**src/core/pic_state_pkg.sv**
```systemverilog
// constants shared by the command issuer and the picture state loader
package pic_state_pkg;
  localparam logic [2:0]  CMD_TYPE      = 3'h3;
  localparam logic [1:0]  CMD_PIPE      = 2'h2;
  localparam logic [2:0]  CMD_OPCODE    = 3'h4;
  localparam logic [7:0]  SUB_PIC_PARAM = 8'h00;
  localparam logic [15:0] PIC_LEN       = 16'h0004;
  localparam int          LEN_EXCLUDED  = 2;
  localparam int          PIC_DWORDS    = 8;
  localparam int          HDR_TYPE_LSB  = 29;
  localparam int          HDR_PIPE_LSB  = 27;
  localparam int          HDR_OP_LSB    = 24;
  localparam int          HDR_SUB_LSB   = 16;
  localparam int          AREA_WIDTH    = 15;
  localparam int          ROWS_LSB      = 16;
  localparam int          COLS_LSB      = 0;
  localparam int          CR_QP_LSB     = 24;
  localparam int          CB_QP_LSB     = 16;
  localparam int          DEBLK_BIT     = 15;
  localparam int          IT_CMD_BIT    = 14;
  localparam int          IT_DATA_BIT   = 13;
  localparam int          MONO_PWT_BIT  = 12;
  localparam logic [31:0] DW3_MBZ_MASK  = 32'hE0E00800;
  localparam logic [31:0] DW1_MBZ_MASK  = 32'hFFFF8000;
  localparam logic [31:0] DW2_MBZ_MASK  = 32'hFF00FF00;
endpackage : pic_state_pkg

```
**src/core/cmd_link_if.sv**
```systemverilog
// command dword link between issuer and picture state loader
`timescale 1ns/1ps
`default_nettype none
interface cmd_link_if;
  logic        valid;
  logic        ready;
  logic [31:0] dword;
  modport issuer (output valid, output dword, input ready);
  modport loader (input valid, input dword, output ready);
endinterface : cmd_link_if
`default_nettype wire

```
**src/core/pic_state_loader.sv**
```systemverilog
// device end: parses picture parameter command and holds picture state
`timescale 1ns/1ps
`default_nettype none
module pic_state_loader (
  input  wire logic        mclk,
  input  wire logic        rstn,
  cmd_link_if.loader       link,
  output logic             pic_valid,
  output logic             pic_start,
  output logic             other_cmd,
  output logic [14:0]      frame_area_mbs,
  output logic [7:0]       frame_rows_mbs,
  output logic [7:0]       frame_cols_mbs,
  output logic signed [4:0] cr_qp_adjust,
  output logic signed [4:0] cb_qp_adjust,
  output logic             deblock_info_scan,
  output logic             it_cmd_scan,
  output logic             it_data_scan,
  output logic             mono_pwt_flag
);
  typedef enum logic [1:0] {IDLE, PIC_BODY, SKIP} st_e;

  st_e         st_ff, nxt_st;
  logic [15:0] cnt_ff, nxt_cnt;
  logic [3:0]  idx_ff, nxt_idx;
  logic [14:0] area_ff, nxt_area;
  logic [7:0]  rows_ff, nxt_rows, cols_ff, nxt_cols;
  logic [4:0]  cr_ff, nxt_cr, cb_ff, nxt_cb;
  logic [3:0]  flags_ff, nxt_flags;
  logic        valid_ff, nxt_valid;
  logic        start_ff, nxt_start, other_ff, nxt_other;
  logic        hdr_pic;
  logic [31:0] d;

  assign link.ready = 1'b1;
  assign d = link.dword;

  always_comb begin
    hdr_pic = (d[31:pic_state_pkg::HDR_TYPE_LSB] == pic_state_pkg::CMD_TYPE)
      && (d[28:pic_state_pkg::HDR_PIPE_LSB] == pic_state_pkg::CMD_PIPE)
      && (d[26:pic_state_pkg::HDR_OP_LSB] == pic_state_pkg::CMD_OPCODE)
      && (d[23:pic_state_pkg::HDR_SUB_LSB] == pic_state_pkg::SUB_PIC_PARAM);
    nxt_st    = st_ff;
    nxt_cnt   = cnt_ff;
    nxt_idx   = idx_ff;
    nxt_area  = area_ff;
    nxt_rows  = rows_ff;
    nxt_cols  = cols_ff;
    nxt_cr    = cr_ff;
    nxt_cb    = cb_ff;
    nxt_flags = flags_ff;
    nxt_valid = valid_ff;
    nxt_start = 1'b0;
    nxt_other = 1'b0;
    if (link.valid) begin
      case (st_ff)
        IDLE: begin
          // every command but the picture command: length field plus the two excluded dwords
          nxt_cnt = d[15:0] + 16'(pic_state_pkg::LEN_EXCLUDED - 1);
          nxt_idx = 4'h1;
          if (hdr_pic) begin
            // fixed size: its length field would stop two dwords short
            nxt_cnt   = 16'(pic_state_pkg::PIC_DWORDS - 1);
            nxt_st    = PIC_BODY;
            nxt_valid = 1'b0; // picture boundary: old state retired
          end else begin
            nxt_st    = SKIP;
            nxt_other = 1'b1;
          end
        end
        PIC_BODY: begin
          case (idx_ff)
            4'h1: nxt_area = d[pic_state_pkg::AREA_WIDTH-1:0];
            4'h2: begin
              nxt_rows = d[pic_state_pkg::ROWS_LSB+:8];
              nxt_cols = d[pic_state_pkg::COLS_LSB+:8];
            end
            4'h3: begin
              nxt_cr = d[pic_state_pkg::CR_QP_LSB+:5];
              nxt_cb = d[pic_state_pkg::CB_QP_LSB+:5];
              nxt_flags = {d[pic_state_pkg::DEBLK_BIT],
                           d[pic_state_pkg::IT_CMD_BIT],
                           d[pic_state_pkg::IT_DATA_BIT],
                           d[pic_state_pkg::MONO_PWT_BIT]};
            end
            default: ;
          endcase
          nxt_idx = idx_ff + 4'h1;
          nxt_cnt = cnt_ff - 16'h0001;
          if (cnt_ff == 16'h0001) begin
            nxt_st    = IDLE;
            nxt_valid = 1'b1;
            nxt_start = 1'b1;
          end
        end
        SKIP: begin
          nxt_cnt = cnt_ff - 16'h0001;
          if (cnt_ff == 16'h0001) begin
            nxt_st = IDLE;
          end
        end
        default: nxt_st = IDLE;
      endcase
    end
  end

  // fields only move while a picture command is being taken
  always_ff @(posedge mclk or negedge rstn) begin
    if (!rstn) begin
      st_ff    <= IDLE;
      cnt_ff   <= 16'h0000;
      idx_ff   <= 4'h0;
      area_ff  <= 15'h0000;
      rows_ff  <= 8'h00;
      cols_ff  <= 8'h00;
      cr_ff    <= 5'h00;
      cb_ff    <= 5'h00;
      flags_ff <= 4'h0;
      valid_ff <= 1'b0;
      start_ff <= 1'b0;
      other_ff <= 1'b0;
    end else begin
      st_ff    <= nxt_st;
      cnt_ff   <= nxt_cnt;
      idx_ff   <= nxt_idx;
      area_ff  <= nxt_area;
      rows_ff  <= nxt_rows;
      cols_ff  <= nxt_cols;
      cr_ff    <= nxt_cr;
      cb_ff    <= nxt_cb;
      flags_ff <= nxt_flags;
      valid_ff <= nxt_valid;
      start_ff <= nxt_start;
      other_ff <= nxt_other;
    end
  end

  assign pic_valid         = valid_ff;
  assign pic_start         = start_ff;
  assign other_cmd         = other_ff;
  assign frame_area_mbs    = area_ff;
  assign frame_rows_mbs    = rows_ff;
  assign frame_cols_mbs    = cols_ff;
  assign cr_qp_adjust      = cr_ff;
  assign cb_qp_adjust      = cb_ff;
  assign deblock_info_scan = flags_ff[3];
  assign it_cmd_scan       = flags_ff[2];
  assign it_data_scan      = flags_ff[1];
  assign mono_pwt_flag     = flags_ff[0];
endmodule : pic_state_loader
`default_nettype wire

```
**src/flat_wrapper.sv**
```systemverilog
// flat-port wrapper written by rule: the top's interface ports become plain ports
module pic_state_loader_flat 
  (mclk, rstn, pic_valid, pic_start, other_cmd, frame_area_mbs, frame_rows_mbs, frame_cols_mbs, cr_qp_adjust, cb_qp_adjust, deblock_info_scan, it_cmd_scan, it_data_scan, mono_pwt_flag, link_valid, link_dword, link_ready);
  cmd_link_if link_i ();
  input  wire logic mclk;
  input  wire logic rstn;
  output logic pic_valid;
  output logic pic_start;
  output logic other_cmd;
  output logic [14:0] frame_area_mbs;
  output logic [7:0] frame_rows_mbs;
  output logic [7:0] frame_cols_mbs;
  output logic signed [4:0] cr_qp_adjust;
  output logic signed [4:0] cb_qp_adjust;
  output logic deblock_info_scan;
  output logic it_cmd_scan;
  output logic it_data_scan;
  output logic mono_pwt_flag;
  input wire logic [$bits(link_i.valid)-1:0] link_valid;
  input wire logic [$bits(link_i.dword)-1:0] link_dword;
  output wire logic [$bits(link_i.ready)-1:0] link_ready;
  assign link_i.valid = link_valid;
  assign link_i.dword = link_dword;
  assign link_ready = link_i.ready;
  pic_state_loader u_core (.mclk(mclk), .rstn(rstn), .link(link_i), .pic_valid(pic_valid), .pic_start(pic_start), .other_cmd(other_cmd), .frame_area_mbs(frame_area_mbs), .frame_rows_mbs(frame_rows_mbs), .frame_cols_mbs(frame_cols_mbs), .cr_qp_adjust(cr_qp_adjust), .cb_qp_adjust(cb_qp_adjust), .deblock_info_scan(deblock_info_scan), .it_cmd_scan(it_cmd_scan), .it_data_scan(it_data_scan), .mono_pwt_flag(mono_pwt_flag));
endmodule
```
**config.mk**
```make
export PLATFORM = sky130hd
export DESIGN_NAME = pic_state_loader_flat
export DESIGN_NICKNAME = d
export VERILOG_FILES = /design/src/core/pic_state_pkg.sv /design/src/core/cmd_link_if.sv /design/src/core/pic_state_loader.sv /design/src/flat_wrapper.sv
export SDC_FILE = /design/constraint.sdc
export NUM_CORES = 1
export LEC_CHECK = 0
export BUFFER_PORTS_ARGS = -buffer_cell sky130_fd_sc_hd__buf_2
export CORE_MARGIN = 2
export CORE_UTILIZATION = 53
export CTS_CLUSTER_SIZE = 12
export DETAILED_ROUTE_END_ITERATION = 12
export GPL_TIMING_DRIVEN = 0
export PLACE_DENSITY = 0.79
export SLEW_MARGIN = 15
export SYNTH_ARGS = -nofsm -noshare
export SYNTH_HDL_FRONTEND = slang
export SYNTH_SLANG_ARGS = --single-unit
```
**constraint.sdc**
```tcl
create_clock -name mclk -period 2.8 [get_ports mclk]
set_clock_uncertainty 0.05 [all_clocks]
set_input_delay 0.56 -clock mclk [delete_from_list [all_inputs] [get_ports mclk]]
set_output_delay 0.56 -clock mclk [all_outputs]
set_load 0.005 [all_outputs]
```
==> impl_metrics.py <==
metrics = {
    "clock_tree": {
        "hold_buffers": 0,
        "cts_sinks": 70,
        "post_cts_buffers": 0,
        "postCtsResizedCells": 0,
        "numCtsBuffers": 9,
        "cts_buffer_depth": 2,
        "cts.htree.levels": 3,
        "root_buffer": "clkbuf_8",
        "cts_tree": "built",
        "clk_pin_slew_worst_paths_ps": 80,
        "clk_latency_ps": 350,
    },
    "hold_path": {
        "hold_path.class": "input pin to asynchronous set/reset pin",
    },
    "route": {
        "drtIter0Drc": 181,
        "drcViolationCount": 0,
        "vias_per_cell": 5.84,
        "wl_mm": 8.20,
        "drtAntennaViolNets": 0,
        "dr.pass1.iters": 4,
        "via_count": 2745,
        "routedWlPerCell_um": 17.4,
    },
    "placement": {
        "portBuffers": 80,
        "hpwl_mm": 5.96,
        "dpl_cell_area_mm2": 0.00396,
        "numPlacedInstances": 455,
        "place.gp.congestion": 0.864,
    },
    "logic_synthesis": {
        "netlist_area_mm2": 0.00343,
        "synth_fp_nets": 341,
        "ys_warn_count": 0,
        "yosysSeqAreaShare": 0.510,
        "synth_cells": 297,
        "synth_edf_count": 0,
        "synth_flop_cell": "dfrtp_1",
        "synth_area_per_cell_um2": 11.6,
        "synth_seq_cells": 70,
        "yosys.cell_types.count": 54,
        "async_reset_ff_frac": 1.00,
    },
    "sta": {
        "finalHoldViolCount": 0,
        "setup_viol": 0,
        "tightestPinTransition_ps": 704,
        "timing.final.crit_period_ps": 2280,
        "slew_violations": 0,
        "rsz0062_at_grt": "no",
        "post-route-period-util": 0.814,
        "tns_ps": 0,
        "fmax_mhz": 439,
        "slew_headroom": 0.530,
    },
    "worst_setup_path": {
        "critPathMaxFanout": 10,
        "criticalPathCategory": "flop to flop",
        "endpoint_kind": "flop",
        "worstPathRequired_ps": 2980,
        "arrival_ps": 2460,
        "cp-start-kind": "flop",
        "crit_path_start": "u_core.st_ff[1]$_DFFE_PN0P_",
        "r2r_start": "u_core.st_ff[1]$_DFFE_PN0P_",
    },
    "cells_and_area": {
        "instances_no_fill": 470,
        "multiInputGateArea_mm2": 0.00160,
        "finish.utilization": 0.665,
        "fin_nets": 433,
        "layout-drive-gt1-share": 0.379,
        "area_growth_pct": 22.2,
        "register_area_mm2": 0.00175,
        "diodes": 0,
        "fillers": 503,
        "post-route-cell-area_mm2": 0.00420,
    },
    "power": {
        "seqPwrFrac": 0.440,
        "combPwrFrac": 0.222,
        "power_frac_clock": 0.338,
        "p_leak_nw": 2.16,
        "peakVddDrop_v": 0.000486,
        "internal-power_mw": 1.99,
        "pwr_density_cell_mw_per_mm2": 694,
        "sw_frac_of_total": 0.316,
        "p_switching_uw": 922,
    },
    "grt": {
        "track_usage": 0.243,
        "antenna_found_initial": 0,
        "grt_max_degree": 53,
        "grt-ovfl-total": 0,
        "grt_pass1_vias": 2773,
        "grt_pass1_wl_mm": 13.7,
    },
    "floorplan": {
        "die_x_um": 84.5,
        "die_h_um": 84.5,
        "core_mm2": 0.00631,
        "io_pins": 84,
        "initial_core_util": 0.544,
        "rows": 29,
        "die_area_mm2": 0.00714,
    },
    "job": {
        "cap_violations": 0,
    },
    "outcome": {
        "status": "finished, final reports clean",
    },
}
[through the flow]
stage / setup slack (ps) / hold WS, ps / total power [mW]
finish: 520 / 34.9 / 2.91
global route: 330 / 50.9 / 3.07
CTS: 515 / 40.3 / 2.91
detailed placement: 276 / 415 / 1.94
global placement: 293 / 433 / 1.90
floorplan: 760 / 214 / 1.73
[kinds of logic (layout without fill, tap and decap cells)]
kind of cell	Yosys count	count (layout)	share of synthesized area
other	1	1	0.00109
muxes	48	48	0.158
xor gates and xnor gates	14	14	0.0357
buffers and inverters	21	117	0.0248
adders and majority gates	9	9	0.0328
AOI/OAI and AO/OA	52	52	0.105
DFF	70	70	0.510
and+or+nand+nor	82	82	0.133
[path summary, 6_finish.rpt]
path	cells after the start	slack, ps	to
max	7	520	u_core.frame_rows_mbs[6]$_DFFE_PN0P_
min	1	30	u_core.st_ff[0]$_DFFE_PN0P_
max reg2reg	7	520	u_core.frame_rows_mbs[6]$_DFFE_PN0P_
min reg2reg	1	450	u_core.frame_area_mbs[6]$_DFFE_PN0P_
max in group asynchronous	2	2130	u_core.frame_cols_mbs[2]$_DFFE_PN0P_
min in group mclk	2	410	u_core.cr_qp_adjust[2]$_DFFE_PN0P_
[layer usage]
metal | track usage | part of all wire | vias up
li1 | - | - | 1284
met1 | 0.313 | 0.41 | 1346
met2 | 0.385 | 0.50 | 94
met3 | 0.0678 | 0.060 | 21
met4 | 0.110 | 0.026 | 0
met5 | 0 | 0 | -
[synth_stat cells, drive strengths merged (4+ instances only)]
library cell  number  share of area
nor2               8         0.0087
o21ai             16          0.024
o311ai             5          0.013
clkbuf             7         0.0077
nand2             26          0.028
inv               10          0.011
and4               4          0.010
nand4              8          0.015
buf                4         0.0062
xnor2              7          0.018
xor2               7          0.018
ha                 9          0.033
mux2              46           0.15
nor3               7          0.010
nand3              8          0.012
dfrtp             70           0.51
a21oi              6         0.0087
[critical path: stages (launching register included)]
cell	delay (ps)
dfrtp_1	390
inv_1	100
ha_1	200
nand2_1	100
nor3_1	290
nand2_1	310
clkbuf_1	360
mux2_2	360
[final cells by class]
| type | count | area share |
|---|---|---|
| clock inverter | 6 | 0.0265 |
| inverter | 10 | 0.00894 |
| clock buffer | 9 | 0.0295 |
| buffer | 11 | 0.0113 |
| timing repair buffer | 81 | 0.103 |
| sequential | 70 | 0.417 |
| tap | 77 | 0.0230 |
| multi-input combinational | 206 | 0.381 |
[state kept, by name, indices dropped and copies added (netlist names)]
| register | count |
|---|---|
| u_core.frame_cols_mbs | 8 |
| u_core.frame_area_mbs | 15 |
| u_core.flags_ff | 4 |
| u_core.idx_ff | 4 |
| u_core.cr_qp_adjust | 5 |
| u_core.st_ff | 2 |
| u_core.frame_rows_mbs | 8 |
| u_core.cnt_ff | 16 |
| u_core.pic_valid | 1 |
| u_core.other_cmd | 1 |
| u_core.pic_start | 1 |
| u_core.cb_qp_adjust | 5 |
[power groups by stage]
| stage | registers, mW | clock network, mW | logic, mW |
|---|---|---|---|
| 2_1_floorplan | 1.26 | 0 | 0.462 |
| 6_report | 1.28 | 0.986 | 0.646 |
| 4_1_cts | 1.28 | 0.987 | 0.646 |
| 3_5_place_dp | 1.30 | 0 | 0.638 |
| 5_1_grt | 1.30 | 1.03 | 0.734 |
| 3_3_place_gp | 1.29 | 0 | 0.609 |
[cell usage in the layout, fill, tap and decap left out, types with 4 or more instances in the layout]
master,synthesis,layout
a21oi_1,6,6
and4_1,4,4
buf_2,2,81
clkbuf_1,7,7
clkbuf_8,0,9
dfrtp_1,70,70
ha_1,9,9
inv_1,10,10
mux2_2,45,45
nand2_1,26,26
nand3_1,8,8
nand4_1,8,8
nor2_1,8,8
nor3_1,7,7
o21ai_0,14,14
xnor2_1,7,7
xor2_1,7,7
(Power assumes the default switching activity.)
